[config.mk]
export PLATFORM = sky130hd
export DESIGN_NAME = pulse_pattern_next_data_stage
export DESIGN_NICKNAME = d
export VERILOG_FILES = /design/src/rtl/pulse_pattern_pkg.sv /design/src/rtl/axil_reg_slave.sv /design/src/rtl/next_pair_stage.sv /design/src/rtl/pulse_pattern_next_data_stage.sv
export SDC_FILE = /design/constraint.sdc
export NUM_CORES = 1
export LEC_CHECK = 0
export BUFFER_PORTS_ARGS = -buffer_cell sky130_fd_sc_hd__buf_2
export CORE_ASPECT_RATIO = 1.2
export CORE_MARGIN = 4
export CORE_UTILIZATION = 53
export CTS_BUF_LIST = sky130_fd_sc_hd__clkbuf_4 sky130_fd_sc_hd__clkbuf_8
export CTS_CLUSTER_DIAMETER = 60
export DETAILED_ROUTE_END_ITERATION = 6
export GPL_TIMING_DRIVEN = 0
export HOLD_SLACK_MARGIN = 0.1
export MAX_ROUTING_LAYER = met4
export PLACE_DENSITY = 0.87
export SYNTH_ARGS = -nofsm -noshare
export SYNTH_HDL_FRONTEND = slang
export SYNTH_SLANG_ARGS = --single-unit
[constraint.sdc]
create_clock -name aclk -period 2.53 [get_ports aclk]
set_input_delay 0.1265 -clock aclk [delete_from_list [all_inputs] [get_ports aclk]]
set_output_delay 0.1265 -clock aclk [all_outputs]
set_load 0.01 [all_outputs]
[src/rtl/pulse_pattern_pkg.sv]
package pulse_pattern_pkg;

  // Bus and register widths
  localparam int AXI_AW = 32;
  localparam int AXI_DW = 32;
  localparam int REG_W = 8;
  localparam int LATCH_W = 16;
  localparam int SEL_W = 2;
  localparam int NUM_CH = 4;
  localparam int NIB_W = 4;

  // Register indices; the byte address is four times the index
  localparam logic [27:0] IDX_LATCH = 28'h5FFFFC2;
  localparam logic [27:0] IDX_TRIG_SEL = 28'h5FFFFF1;
  localparam logic [27:0] IDX_EN_LOW = 28'h5FFFFF3;
  localparam logic [27:0] IDX_HIGH_PAIR = 28'h5FFFFF4;
  localparam logic [27:0] IDX_LOW_PAIR = 28'h5FFFFF5;
  localparam logic [27:0] IDX_HIGH_ALIAS = 28'h5FFFFF6;
  localparam logic [27:0] IDX_LOW_ALIAS = 28'h5FFFFF7;

  localparam logic [31:0] ADDR_LATCH = {2'b00, IDX_LATCH, 2'b00};
  localparam logic [31:0] ADDR_TRIG_SEL = {2'b00, IDX_TRIG_SEL, 2'b00};
  localparam logic [31:0] ADDR_EN_LOW = {2'b00, IDX_EN_LOW, 2'b00};
  localparam logic [31:0] ADDR_HIGH_PAIR = {2'b00, IDX_HIGH_PAIR, 2'b00};
  localparam logic [31:0] ADDR_LOW_PAIR = {2'b00, IDX_LOW_PAIR, 2'b00};
  localparam logic [31:0] ADDR_HIGH_ALIAS = {2'b00, IDX_HIGH_ALIAS, 2'b00};
  localparam logic [31:0] ADDR_LOW_ALIAS = {2'b00, IDX_LOW_ALIAS, 2'b00};

  // Reset values
  localparam logic [7:0] RST_NEXT = 8'h00;
  localparam logic [7:0] RST_EN_LOW = 8'h00;
  localparam logic [7:0] RST_TRIG_SEL = 8'hFF;
  localparam logic [15:0] RST_LATCH = 16'h0000;

  // Read value of reserved bits
  localparam logic [3:0] RSVD_NIB = 4'hF;
  localparam logic [7:0] RSVD_BYTE = 8'hFF;

  // Trigger-select field positions (low bit of each two-bit field)
  localparam int SEL_G0 = 0;
  localparam int SEL_G1 = 2;
  localparam int SEL_G2 = 4;
  localparam int SEL_G3 = 6;

  // AXI responses
  localparam logic [1:0] RESP_OKAY = 2'b00;
  localparam logic [1:0] RESP_SLVERR = 2'b10;

endpackage

[src/rtl/axil_reg_slave.sv]
`timescale 1ns/1ps
module axil_reg_slave (
  // Clock and reset
  input wire logic aclk,
  input wire logic aresetn,
  // Write channels
  input wire logic [pulse_pattern_pkg::AXI_AW-1:0] awaddr,
  input wire logic awvalid,
  output logic awready,
  input wire logic [pulse_pattern_pkg::AXI_DW-1:0] wdata,
  input wire logic [3:0] wstrb,
  input wire logic wvalid,
  output logic wready,
  output logic [1:0] bresp,
  output logic bvalid,
  input wire logic bready,
  // Read channels
  input wire logic arvalid,
  output logic arready,
  output logic [pulse_pattern_pkg::AXI_DW-1:0] rdata,
  output logic [1:0] rresp,
  output logic rvalid,
  input wire logic rready,
  // Register side
  output logic wr_en,
  output logic [pulse_pattern_pkg::AXI_AW-1:0] wr_addr,
  output logic [pulse_pattern_pkg::AXI_DW-1:0] wr_data,
  output logic [3:0] wr_strb,
  input wire logic wr_err,
  input wire logic [pulse_pattern_pkg::AXI_DW-1:0] rd_data,
  input wire logic rd_err
);
  import pulse_pattern_pkg::*;

  logic aw_held_r;
  logic w_held_r;

  assign awready = !aw_held_r;
  assign wready = !w_held_r;
  assign arready = !rvalid;
  assign wr_en = aw_held_r && w_held_r && !bvalid;

  always_ff @(posedge aclk) begin
    if (!aresetn) begin
      aw_held_r <= 1'b0;
      wr_addr <= '0;
    end else if (awvalid && awready) begin
      aw_held_r <= 1'b1;
      wr_addr <= awaddr;
    end else if (wr_en) begin
      aw_held_r <= 1'b0;
    end
  end

  always_ff @(posedge aclk) begin
    if (!aresetn) begin
      w_held_r <= 1'b0;
      wr_data <= '0;
      wr_strb <= '0;
    end else if (wvalid && wready) begin
      w_held_r <= 1'b1;
      wr_data <= wdata;
      wr_strb <= wstrb;
    end else if (wr_en) begin
      w_held_r <= 1'b0;
    end
  end

  always_ff @(posedge aclk) begin
    if (!aresetn) begin
      bvalid <= 1'b0;
      bresp <= RESP_OKAY;
    end else if (wr_en) begin
      bvalid <= 1'b1;
      bresp <= wr_err ? RESP_SLVERR : RESP_OKAY;
    end else if (bready) begin
      bvalid <= 1'b0;
    end
  end

  always_ff @(posedge aclk) begin
    if (!aresetn) begin
      rvalid <= 1'b0;
      rdata <= '0;
      rresp <= RESP_OKAY;
    end else if (arvalid && arready) begin
      rvalid <= 1'b1;
      rdata <= rd_data;
      rresp <= rd_err ? RESP_SLVERR : RESP_OKAY;
    end else if (rready) begin
      rvalid <= 1'b0;
    end
  end

endmodule

[src/rtl/next_pair_stage.sv]
`timescale 1ns/1ps
module next_pair_stage (
  // Clock and reset
  input wire logic aclk,
  input wire logic aresetn,
  // Trigger selection of upper and lower group
  input wire logic [pulse_pattern_pkg::SEL_W-1:0] sel_hi,
  input wire logic [pulse_pattern_pkg::SEL_W-1:0] sel_lo,
  input wire logic [pulse_pattern_pkg::NUM_CH-1:0] cmp_match,
  // Software access
  input wire logic wr_pair,
  input wire logic wr_alias,
  input wire logic [pulse_pattern_pkg::REG_W-1:0] wdata,
  output logic [pulse_pattern_pkg::REG_W-1:0] rd_pair,
  output logic [pulse_pattern_pkg::REG_W-1:0] rd_alias,
  // Staged data and group triggers
  output logic [pulse_pattern_pkg::REG_W-1:0] next_r,
  output logic trig_hi,
  output logic trig_lo,
  output logic same_trig
);
  import pulse_pattern_pkg::*;

  assign same_trig = (sel_hi == sel_lo);
  assign trig_hi = cmp_match[sel_hi];
  assign trig_lo = cmp_match[sel_lo];

  // whole byte in shared layout; split nibbles
  assign rd_pair = same_trig ? next_r : {next_r[7:4], RSVD_NIB};
  // alias reads all ones when shared
  assign rd_alias = same_trig ? RSVD_BYTE : {RSVD_NIB, next_r[3:0]};

  always_ff @(posedge aclk) begin
    if (!aresetn) begin
      next_r <= RST_NEXT;
    end else if (wr_pair) begin
      next_r[7:4] <= wdata[7:4];
      if (same_trig) begin
        next_r[3:0] <= wdata[3:0];
      end
    end else if (wr_alias && !same_trig) begin
      next_r[3:0] <= wdata[3:0];
    end
  end

endmodule

[src/rtl/pulse_pattern_next_data_stage.sv]
`timescale 1ns/1ps
// Functional notes
// - Low pair trigger copies low nibbles
// - High pair trigger copies high nibbles
// - Low next byte resets zero, kept
// - High next byte resets zero, kept
// - Layout chosen by comparing group triggers
// - Shared low trigger: one byte address
// - Shared low: alias reads ones, ignores writes
// - Split low: nibbles at two addresses
// - Shared high trigger: one byte address
// - Shared high: alias reserved, reads ones
// - Split high: nibbles at two addresses
// - Per-pin enable gates triggered copy
// - Low enable resets zero, kept
// - Trigger select two bits, resets ones
// - Enabled latch bits are software read-only
module pulse_pattern_next_data_stage (
  // Clock and reset
  input wire logic aclk,
  input wire logic aresetn,
  // AXI4-Lite write address
  input wire logic [pulse_pattern_pkg::AXI_AW-1:0] s_axi_awaddr,
  input wire logic s_axi_awvalid,
  output logic s_axi_awready,
  // AXI4-Lite write data and response
  input wire logic [pulse_pattern_pkg::AXI_DW-1:0] s_axi_wdata,
  input wire logic [3:0] s_axi_wstrb,
  input wire logic s_axi_wvalid,
  output logic s_axi_wready,
  output logic [1:0] s_axi_bresp,
  output logic s_axi_bvalid,
  input wire logic s_axi_bready,
  // AXI4-Lite read
  input wire logic [pulse_pattern_pkg::AXI_AW-1:0] s_axi_araddr,
  input wire logic s_axi_arvalid,
  output logic s_axi_arready,
  output logic [pulse_pattern_pkg::AXI_DW-1:0] s_axi_rdata,
  output logic [1:0] s_axi_rresp,
  output logic s_axi_rvalid,
  input wire logic s_axi_rready,
  // Timer compare-match strobes, one per channel
  input wire logic [pulse_pattern_pkg::NUM_CH-1:0] cmp_match,
  // Per-pin enables of the upper groups, held elsewhere
  input wire logic [pulse_pattern_pkg::REG_W-1:0] high_pin_enables,
  // Pattern pins from the output data latch
  output logic [pulse_pattern_pkg::REG_W-1:0] pattern_pins_low,
  output logic [pulse_pattern_pkg::REG_W-1:0] pattern_pins_high
);
  import pulse_pattern_pkg::*;

  logic wr_en;
  logic [AXI_AW-1:0] wr_addr;
  logic [AXI_DW-1:0] wr_data;
  logic [3:0] wr_strb;
  logic wr_err;
  logic [AXI_DW-1:0] rd_data;
  logic rd_err;

  logic [REG_W-1:0] trig_sel_r;
  logic [REG_W-1:0] en_low_r;
  logic [LATCH_W-1:0] latch_r;
  logic [REG_W-1:0] next_low;
  logic [REG_W-1:0] next_high;
  logic [REG_W-1:0] rd_low_pair;
  logic [REG_W-1:0] rd_low_alias;
  logic [REG_W-1:0] rd_high_pair;
  logic [REG_W-1:0] rd_high_alias;
  logic same_low;
  logic same_high;
  logic [NUM_CH-1:0] trig_grp;
  logic [LATCH_W-1:0] en_all;
  logic [LATCH_W-1:0] next_all;
  logic [1:0] latch_byte_we;
  logic byte_we;

  axil_reg_slave u_bus (
    .aclk(aclk),
    .aresetn(aresetn),
    .awaddr(s_axi_awaddr),
    .awvalid(s_axi_awvalid),
    .awready(s_axi_awready),
    .wdata(s_axi_wdata),
    .wstrb(s_axi_wstrb),
    .wvalid(s_axi_wvalid),
    .wready(s_axi_wready),
    .bresp(s_axi_bresp),
    .bvalid(s_axi_bvalid),
    .bready(s_axi_bready),
    .arvalid(s_axi_arvalid),
    .arready(s_axi_arready),
    .rdata(s_axi_rdata),
    .rresp(s_axi_rresp),
    .rvalid(s_axi_rvalid),
    .rready(s_axi_rready),
    .wr_en(wr_en),
    .wr_addr(wr_addr),
    .wr_data(wr_data),
    .wr_strb(wr_strb),
    .wr_err(wr_err),
    .rd_data(rd_data),
    .rd_err(rd_err)
  );

  // Eight-bit registers sit in byte lane 0
  assign byte_we = wr_en && wr_strb[0];

  next_pair_stage u_low (
    .aclk(aclk),
    .aresetn(aresetn),
    .sel_hi(trig_sel_r[SEL_G1 +: SEL_W]),
    .sel_lo(trig_sel_r[SEL_G0 +: SEL_W]),
    .cmp_match(cmp_match),
    .wr_pair(byte_we && wr_addr == ADDR_LOW_PAIR),
    .wr_alias(byte_we && wr_addr == ADDR_LOW_ALIAS),
    .wdata(wr_data[REG_W-1:0]),
    .rd_pair(rd_low_pair),
    .rd_alias(rd_low_alias),
    .next_r(next_low),
    .trig_hi(trig_grp[1]),
    .trig_lo(trig_grp[0]),
    .same_trig(same_low)
  );

  next_pair_stage u_high (
    .aclk(aclk),
    .aresetn(aresetn),
    .sel_hi(trig_sel_r[SEL_G3 +: SEL_W]),
    .sel_lo(trig_sel_r[SEL_G2 +: SEL_W]),
    .cmp_match(cmp_match),
    .wr_pair(byte_we && wr_addr == ADDR_HIGH_PAIR),
    .wr_alias(byte_we && wr_addr == ADDR_HIGH_ALIAS),
    .wdata(wr_data[REG_W-1:0]),
    .rd_pair(rd_high_pair),
    .rd_alias(rd_high_alias),
    .next_r(next_high),
    .trig_hi(trig_grp[3]),
    .trig_lo(trig_grp[2]),
    .same_trig(same_high)
  );

  // Unmapped addresses answer with an error
  always_comb begin
    unique case (wr_addr)
      ADDR_LATCH, ADDR_TRIG_SEL, ADDR_EN_LOW, ADDR_HIGH_PAIR,
      ADDR_LOW_PAIR, ADDR_HIGH_ALIAS, ADDR_LOW_ALIAS: wr_err = 1'b0;
      default: wr_err = 1'b1;
    endcase
  end

  always_comb begin
    rd_data = '0;
    rd_err = 1'b0;
    unique case (s_axi_araddr)
      ADDR_LATCH: rd_data[LATCH_W-1:0] = latch_r;
      ADDR_TRIG_SEL: rd_data[REG_W-1:0] = trig_sel_r;
      ADDR_EN_LOW: rd_data[REG_W-1:0] = en_low_r;
      ADDR_HIGH_PAIR: rd_data[REG_W-1:0] = rd_high_pair;
      ADDR_LOW_PAIR: rd_data[REG_W-1:0] = rd_low_pair;
      ADDR_HIGH_ALIAS: rd_data[REG_W-1:0] = rd_high_alias;
      ADDR_LOW_ALIAS: rd_data[REG_W-1:0] = rd_low_alias;
      default: rd_err = 1'b1;
    endcase
  end

  // trigger select resets to channel 3
  always_ff @(posedge aclk) begin
    if (!aresetn) begin
      trig_sel_r <= RST_TRIG_SEL;
    end else if (byte_we && wr_addr == ADDR_TRIG_SEL) begin
      trig_sel_r <= wr_data[REG_W-1:0];
    end
  end

  always_ff @(posedge aclk) begin
    if (!aresetn) begin
      en_low_r <= RST_EN_LOW;
    end else if (byte_we && wr_addr == ADDR_EN_LOW) begin
      en_low_r <= wr_data[REG_W-1:0];
    end
  end

  assign en_all = {high_pin_enables, en_low_r};
  assign next_all = {next_high, next_low};
  assign latch_byte_we[0] = wr_en && wr_addr == ADDR_LATCH && wr_strb[0];
  assign latch_byte_we[1] = wr_en && wr_addr == ADDR_LATCH && wr_strb[1];

  // One flip-flop per pin of the output data latch
  for (genvar i = 0; i < LATCH_W; i++) begin : g_latch
    always_ff @(posedge aclk) begin
      if (!aresetn) begin
        latch_r[i] <= RST_LATCH[i];
      end else if (trig_grp[i/NIB_W] && en_all[i]) begin
        latch_r[i] <= next_all[i];
      end else if (latch_byte_we[i/REG_W] && !en_all[i]) begin
        latch_r[i] <= wr_data[i];
      end
    end
  end

  assign pattern_pins_low = latch_r[REG_W-1:0];
  assign pattern_pins_high = latch_r[LATCH_W-1:REG_W];

  low_copy_a: assert property (
    @(posedge aclk) disable iff (!aresetn)
    (trig_grp[0] || trig_grp[1]) |=>
      (((latch_r[7:0] ^ $past(next_low)) & $past(en_low_r)
        & {{4{$past(trig_grp[1])}}, {4{$past(trig_grp[0])}}}) == 8'h00))
    else $error("low group copy missed");

  high_copy_a: assert property (
    @(posedge aclk) disable iff (!aresetn)
    (trig_grp[2] || trig_grp[3]) |=>
      (((latch_r[15:8] ^ $past(next_high)) & $past(high_pin_enables)
        & {{4{$past(trig_grp[3])}}, {4{$past(trig_grp[2])}}}) == 8'h00))
    else $error("high group copy missed");

  // disabled pins hold without a software write
  blocked_hold_a: assert property (
    @(posedge aclk) disable iff (!aresetn)
    (latch_byte_we == 2'b00) |=>
      (((latch_r ^ $past(latch_r)) & ~$past(en_all)) == 16'h0000))
    else $error("disabled pin changed");

  read_only_a: assert property (
    @(posedge aclk) disable iff (!aresetn)
    (latch_byte_we != 2'b00 && trig_grp == 4'h0) |=>
      (((latch_r ^ $past(latch_r)) & $past(en_all)) == 16'h0000))
    else $error("enabled pin written by software");

  reset_vals_a: assert property (
    @(posedge aclk) disable iff (!aresetn)
    $rose(aresetn) |-> (trig_sel_r == 8'hFF && en_low_r == 8'h00
      && next_low == 8'h00 && next_high == 8'h00))
    else $error("reset value wrong");

  low_alias_a: assert property (
    @(posedge aclk) disable iff (!aresetn)
    (s_axi_arvalid && s_axi_arready && same_low
      && s_axi_araddr == ADDR_LOW_ALIAS) |=>
      (s_axi_rvalid && s_axi_rdata == 32'h000000FF))
    else $error("shared low alias not all ones");

  alias_wr_a: assert property (
    @(posedge aclk) disable iff (!aresetn)
    (wr_en && same_low && wr_addr == ADDR_LOW_ALIAS) |=>
      (next_low == $past(next_low)))
    else $error("shared low alias was written");

  high_alias_a: assert property (
    @(posedge aclk) disable iff (!aresetn)
    (s_axi_arvalid && s_axi_arready && same_high
      && s_axi_araddr == ADDR_HIGH_ALIAS) |=>
      (s_axi_rdata[7:0] == 8'hFF))
    else $error("shared high alias not all ones");

  // split low pair reads ones in low nibble
  split_low_a: assert property (
    @(posedge aclk) disable iff (!aresetn)
    (s_axi_arvalid && s_axi_arready && !same_low
      && s_axi_araddr == ADDR_LOW_PAIR) |=>
      (s_axi_rdata[3:0] == 4'hF
        && s_axi_rdata[7:4] == $past(next_low[7:4])))
    else $error("split low pair layout wrong");

  // split high alias carries group 2 nibble
  split_high_a: assert property (
    @(posedge aclk) disable iff (!aresetn)
    (wr_en && wr_strb[0] && !same_high
      && wr_addr == ADDR_HIGH_ALIAS) |=>
      (next_high[3:0] == $past(wr_data[3:0])
        && next_high[7:4] == $past(next_high[7:4])))
    else $error("split high alias write wrong");

  // shared high pair takes the whole byte
  shared_high_a: assert property (
    @(posedge aclk) disable iff (!aresetn)
    (wr_en && wr_strb[0] && same_high
      && wr_addr == ADDR_HIGH_PAIR) |=>
      (next_high == $past(wr_data[7:0])))
    else $error("shared high pair write wrong");

  // shared low pair takes the whole byte
  shared_low_a: assert property (
    @(posedge aclk) disable iff (!aresetn)
    (wr_en && wr_strb[0] && same_low
      && wr_addr == ADDR_LOW_PAIR) |=>
      (next_low == $past(wr_data[7:0])))
    else $error("shared low pair write wrong");

  // split low pair keeps group 0 nibble
  split_low_wr_a: assert property (
    @(posedge aclk) disable iff (!aresetn)
    (wr_en && wr_strb[0] && !same_low
      && wr_addr == ADDR_LOW_PAIR) |=>
      (next_low[7:4] == $past(wr_data[7:4])
        && next_low[3:0] == $past(next_low[3:0])))
    else $error("split low pair write wrong");

  // equal selects give the whole byte
  layout_pick_a: assert property (
    @(posedge aclk) disable iff (!aresetn)
    (s_axi_arvalid && s_axi_arready && s_axi_araddr == ADDR_LOW_PAIR
      && trig_sel_r[SEL_G1 +: SEL_W] == trig_sel_r[SEL_G0 +: SEL_W]) |=>
      (s_axi_rdata == {24'h000000, $past(next_low)}))
    else $error("low pair layout not chosen by selects");

  high_alias_wr_a: assert property (
    @(posedge aclk) disable iff (!aresetn)
    (wr_en && same_high && wr_addr == ADDR_HIGH_ALIAS) |=>
      (next_high == $past(next_high)))
    else $error("shared high alias was written");

  enable_wr_a: assert property (
    @(posedge aclk) disable iff (!aresetn)
    (wr_en && wr_strb[0] && wr_addr == ADDR_EN_LOW) |=>
      (en_low_r == $past(wr_data[7:0])))
    else $error("low enable write lost");

  trig_sel_wr_a: assert property (
    @(posedge aclk) disable iff (!aresetn)
    (wr_en && wr_strb[0] && wr_addr == ADDR_TRIG_SEL) |=>
      (trig_sel_r == $past(wr_data[7:0])))
    else $error("trigger select write lost");

  triggered_copy_c: cover property (@(posedge aclk) disable iff (!aresetn)
    trig_grp[0] && en_low_r[0] && next_low[0] != latch_r[0]);
  split_layout_c: cover property (@(posedge aclk) disable iff (!aresetn)
    !same_low && wr_en && wr_addr == ADDR_LOW_ALIAS);
  blocked_write_c: cover property (@(posedge aclk) disable iff (!aresetn)
    latch_byte_we[0] && en_low_r != 8'h00);
  back_to_back_c: cover property (@(posedge aclk) disable iff (!aresetn)
    trig_grp[2] ##1 trig_grp[2]);

endmodule

# Word level (Yosys, flattened, before mapping)
# Cells that the tools add are included.
op_classes:
  magnitude_cmp: 4
  n_eq_ne: 18
  muxes: 61
  reduce_logical: 97
op_table:
  columns: ["cell", "n"]
  rows:
  - ["equality test 32 x 29 -> 1 bit, second input constant", 14]
  - ["one-hot mux 8 bit (7 select lines)", 1]
  - ["logical AND 1 bit", 49]
  - ["nonzero test 2 bit", 22]
  - ["two-way mux 1 bit", 43]
  - ["two-way mux 4 bit", 10]
  - ["zero test 1 bit", 22]
  - ["OR reduction 7 bit", 2]
  - ["less-than comparator 2 x 3 -> 1 bit, second input constant", 4]
  - ["binary-select mux 1 bit (select 2 bit)", 4]
  - ["two-way mux 8 bit", 1]
  - ["equality test 2 bit", 2]
  - ["two-way mux 2 bit", 2]
  - ["!= test 2 bit, second input constant", 2]
  - ["AND reduction 2 bit", 2]
totals:
  reg_bits: 122
  input_bits: 119
  output_inout_bits: 57

# Logic depth before layout (Yosys ltp)
depth:
  ltp_word: 7
  mapped_depth: 8
  ltp_nobuf: 6

# Modules after synthesis
# From an unflattened synthesis, not the netlist that was laid out.
hier_totals:
  hier_cells: 892
  hier_area_um2: 7916.3
modules_own_cells:
  columns: ["module", "instances", "cells_per_inst", "area_per_inst_um2", "seq_area_each_um2"]
  rows:
  - ["axil_reg_slave", 1, 468, 4285.4, 2122.0]
  - ["pulse_pattern_next_data_stage", 1, 314, 2567.5, 640.6]
  - ["next_pair_stage", 2, 55, 531.8, 160.2]

# Least setup slack after synthesis
# No wires, ideal clock.
synth_path:
  path_kind: "register -> register"
  from: "register u_bus.wr_addr[0] (netlist name)"
  to: "register trig_sel_r[0]"
  arrival_ns: 1.842
  slack_ns: 0.558
  path_stages_with_launch: 8
  path_buffers: 1
  period_less_slack_ns: 1.972
  cell_sequence: "dfxtp_1 -> or4b_1 -> nor4_2 -> and3_2 -> and4bb_1 -> buf_4 -> mux2i_1 -> nand2_1"
synth_via:
  elab_chain_len: 2
synth_rtl:
  columns: ["element", "line_no", "text"]
  rows:
  - ["from (decl)", "axil_reg_slave.sv:26", "output logic [pulse_pattern_pkg::AXI_AW-1:0] wr_addr,"]
  - ["from (signal assigned)", "axil_reg_slave.sv:49", "wr_addr <= awaddr;"]
  - ["equality test 32 x 29 -> 1 bit", "pulse_pattern_next_data_stage.sv:170", "end else if (byte_we && wr_addr == ADDR_TRIG_SEL) begin"]
  - ["logical AND 1 bit", "pulse_pattern_next_data_stage.sv:170", null]
  - ["to (signal assigned)", "pulse_pattern_next_data_stage.sv:171", "trig_sel_r <= wr_data[REG_W-1:0];"]
  - ["to (decl)", "pulse_pattern_next_data_stage.sv:60", "logic [REG_W-1:0] trig_sel_r;"]
# Every way passes these cells.
# A chain may end at the register's enable or synchronous reset.

# Worst setup path after layout
layout_path:
  from: "register u_bus.wr_addr[28] (netlist name)"
  to: "register latch_r[5], in the netlist pattern_pins_low[5]"
layout_via:
  elab_chain_len: 5
layout_rtl:
  columns: ["element", "line_no", "text"]
  rows:
  - ["equality test 32 x 29 -> 1 bit", "pulse_pattern_next_data_stage.sv:185", "assign latch_byte_we[0] = wr_en && wr_addr == ADDR_LATCH && wr_strb[0];"]
  - ["logical AND 1 bit (2 in series)", "pulse_pattern_next_data_stage.sv:185", null]
  - ["logical AND 1 bit", "pulse_pattern_next_data_stage.sv:195", "end else if (latch_byte_we[i/REG_W] && !en_all[i]) begin"]
  - ["nonzero test 2 bit (no source line)", null, null]
  - ["to (signal, indexed assignment)", "pulse_pattern_next_data_stage.sv:192", "latch_r[i] <= RST_LATCH[i];"]
  - ["to (signal, indexed assignment)", "pulse_pattern_next_data_stage.sv:194", "latch_r[i] <= next_all[i];"]
  - ["to (signal, indexed assignment)", "pulse_pattern_next_data_stage.sv:196", "latch_r[i] <= wr_data[i];"]
  - ["to (decl)", "pulse_pattern_next_data_stage.sv:62", "logic [LATCH_W-1:0] latch_r;"]
# Every way passes these cells.

==> results by group <==
Finish
  – Storage cell area: roughly 2400 um^2
  – Fraction of layout cells with a size suffix above 1: 0.232
  – Area of the multi-input gates: 2990 um^2
  – Layout area overhead: 34.3%
  – Post-route insts no fill: 1039
  – Number of inserted diodes: 0
  – Nets: 1017
  – Filler cell count: 795

Floorplanning
  – Ports: 176
  – Die extent in y: 121 um
  – Cell Rows: 41
  – Chip width: 102 um
  – Starting Density: 0.539
  – Core area: 10500 um^2
  – Full die area: 12400 um^2

Pwr
  – Power per standard cell area: 556 nW/um^2
  – Worst vdd ir: 0.386 mV
  – Leak: 3.11 nW

CTS
  – Root buffer cell: clkbuf_8
  – Num CTS Buffers: 17
  – CTS tree: yes
  – Clock slew at reported path FFs: around 0.070 ns
  – Total clock sinks: 120
  – Later-pin clock latency in the skew report: 0.44 ns
  – Clock Path Buffers: 2
  – # resized after CTS: 0
  – CTS Hold Bufs: 63
  – H-tree levels: 4
  – Post-CTS Setup Bufs: 0

Setup path
  – Critical path launch point: u_bus.wr_addr[28]
  – Crit path kind: reg -> reg
  – Critical Path Sink: pattern_pins_low[5]
  – FF-to-FF End: pattern_pins_low[5]
  – CP arrival: 2.64 ns
  – Reg2Reg Launch Point: u_bus.wr_addr[28]
  – R2R setup slack: 0.22 ns
  – Max Fanout on Critical Path: 10
  – Critical path required time: 2.86 ns
  – CP Launch Type: flop
  – Setup crit end kind: flop
  – R2R depth: 7

STA
  – Fmax: roughly 430 MHz
  – Worst slew margin: 0.216
  – Slew @ Worst Pin: 1.17 ns
  – Period utilization: 0.914
  – Final WS setup: ~0.22 ns
  – RSZ-0062 raised after global routing: no
  – Final setup fails: 0
  – Final hold violation count: 0
  – Crit path time final: 2.31 ns
  – Max Clock Skew: 0.0144 ns
  – Setup TNS: 0 ns
  – Max-slew violation count: 0

Placement
  – Pre-CTS setup slack: 0.280 ns
  – Post-Place Cells: 945
  – IO buf count: 137
  – DP HPWL: 11600 um
  – Placer Congestion: 0.916

Route
  – WL/cell: 16.4 um
  – Mean number of vias per cell: 5.60
  – ANT nets after route: 0
  – DRC viols: 0
  – Final WL: 17000 um
  – First-pass DRT Iterations: 5
  – Vias: roughly 5.8k
  – DRT iter0 DRCs: 410

Synth
  – Seq/Total Area, Yosys: 0.426
  – Yosys reg bits: 120
  – Syn. warnings: 0
  – Cell area after synthesis: 5640 um^2
  – Syn avg cell area: around 8.5 um^2
  – FFs w/ async S/R, synth: 0
  – Ys flop type: dfxtp_1
  – Synth cell types: 51
  – Syn Inst Count: 662
  – EDFF count, synth: 0

Global route
  – Largest net degree at the start of global routing: 17
  – Initial antenna violation count: 0
  – Grt ovf: 0
  – First-pass GRT wire length: around 27000 um
  – Total track usage: 0.286
  – Number of global-route vias before repair: roughly 5.7k

Worst hold path
  – Worst hold path class: in -> reg

Run
  – Max cap viols: 0

Outcome
  – Status: completed
## sequential cells by signal, summed over array words and instances, names as in the netlist
signal and cells:
u_bus.rresp 1, pattern_pins_low 8, u_bus.bresp 1, u_bus.w_held_r 1, u_low.next_r 8, u_high.next_r 8
pattern_pins_high 8, u_bus.bvalid 1, en_low_r 8, u_bus.wr_addr 32, trig_sel_r 8, u_bus.wr_data 16
u_bus.rdata 16, u_bus.rvalid 1, u_bus.aw_held_r 1, u_bus.wr_strb 2
## synth_stat cells, drive strengths merged, types with 5 or more instances
library cell	count	area, um^2
a21boi	55	417
a21oi	23	115
a22o	8	70.1
a22oi	16	120
and4b	18	180
buf	27	194
clkbuf	30	113
dfxtp	120	2400
mux2i	16	160
nand2	146	551
nand3	20	110
nand3b	17	128
nand4	7	43.8
nor2	17	63.8
nor2b	19	119
nor3	24	125
nor4	6	56.3
o21ai	41	205
xor2	5	43.8
## cells in the final DEF (no fill, tap or decap), types with 5 or more instances in the layout
cell type	synthesis	layout
clkbuf_1	30	30
o21ai_0	35	35
o21ai_1	6	6
a21boi_0	51	51
dlygate4sd3_1	0	63
nand4_1	7	7
buf_4	21	21
conb_1	1	18
clkbuf_8	0	19
nor3_1	23	23
a22o_1	8	8
nand2_1	145	145
nand3b_1	17	17
a22oi_1	16	16
dfxtp_1	120	120
mux2i_1	16	16
nor2b_1	19	19
xor2_1	5	5
and4b_1	18	18
nor2_1	17	17
nand3_1	18	18
a21oi_1	23	23
buf_2	5	142
## worst max-delay path, stage by stage (launching register included)
cell     delay [ns]
dfxtp_1        0.34
or3b_2         0.44
nor4_1         0.33
and2_2         0.26
nand3_2        0.18
buf_2          0.25
nor3_1         0.17
and4b_1        0.22
## metrics by stage
step                hold WS, ns  instance area (um^2)  utilization  power (W)
finish                    0.263                  7580        0.724    0.00421
floorplan                 0.242                  5710            -    0.00227
detailed placement        0.373                  6550        0.626    0.00245
CTS                       0.222                  7580        0.724    0.00420
global route              0.275                  7580        0.724    0.00435
global placement          0.361                  6550        0.626    0.00244
## how the worst min path moves through the flow
stage / from / to / slack (ns) / depth (start not counted)
after floorplan: s_axi_awvalid / u_bus.aw_held_r / 0.24 / 2
after global placement: s_axi_wvalid / u_bus.w_held_r / 0.36 / 3
after detailed placement: s_axi_wvalid / u_bus.w_held_r / 0.37 / 3
after CTS: s_axi_araddr[5] / u_bus.rresp[1] / 0.22 / 5
after global routing: s_axi_araddr[5] / u_bus.rresp[1] / 0.27 / 5
final: s_axi_araddr[2] / u_bus.rdata[1] / 0.26 / 5
## metal layers
layer | wire, um | GRT usage | part of all wire
met1 | 6270 | 0.310 | 0.37
met2 | 8650 | 0.492 | 0.51
met3 | 1360 | 0.0615 | 0.080
met4 | 718 | 0.138 | 0.042
met5 | 0 | - | 0
## where the power goes
group          total [W]  internal [W]  switching, W
logic           0.000488      0.000239      0.000250
clock network    0.00172      0.000932      0.000784
registers        0.00201       0.00195     0.0000560
## cells by family (layout without fill, tap and decap cells)
logic type	count (synthesis)	count (layout)	share of synthesized area
and+or+nand+nor	296	296	0.275
AOI/OAI and AO/OA	157	157	0.185
DFF	120	120	0.426
buffers and inverters	60	291	0.0563
muxes	20	20	0.0444
xor gates and xnor gates	8	8	0.0124
other	1	18	0.000665
## final cells by class
| cell class | instances | share of cell area |
|---|---|---|
| clock inverters | 11 | 0.0164 |
| plain buffers | 57 | 0.0405 |
| clock buffers | 20 | 0.0355 |
| multi-input cells | 499 | 0.394 |
| flip-flops and latches | 120 | 0.317 |
| well taps | 129 | 0.0213 |
| repair buffers | 200 | 0.174 |
| inverters | 3 | 0.00149 |
Note: power is estimated with default switching activity, not from simulation.
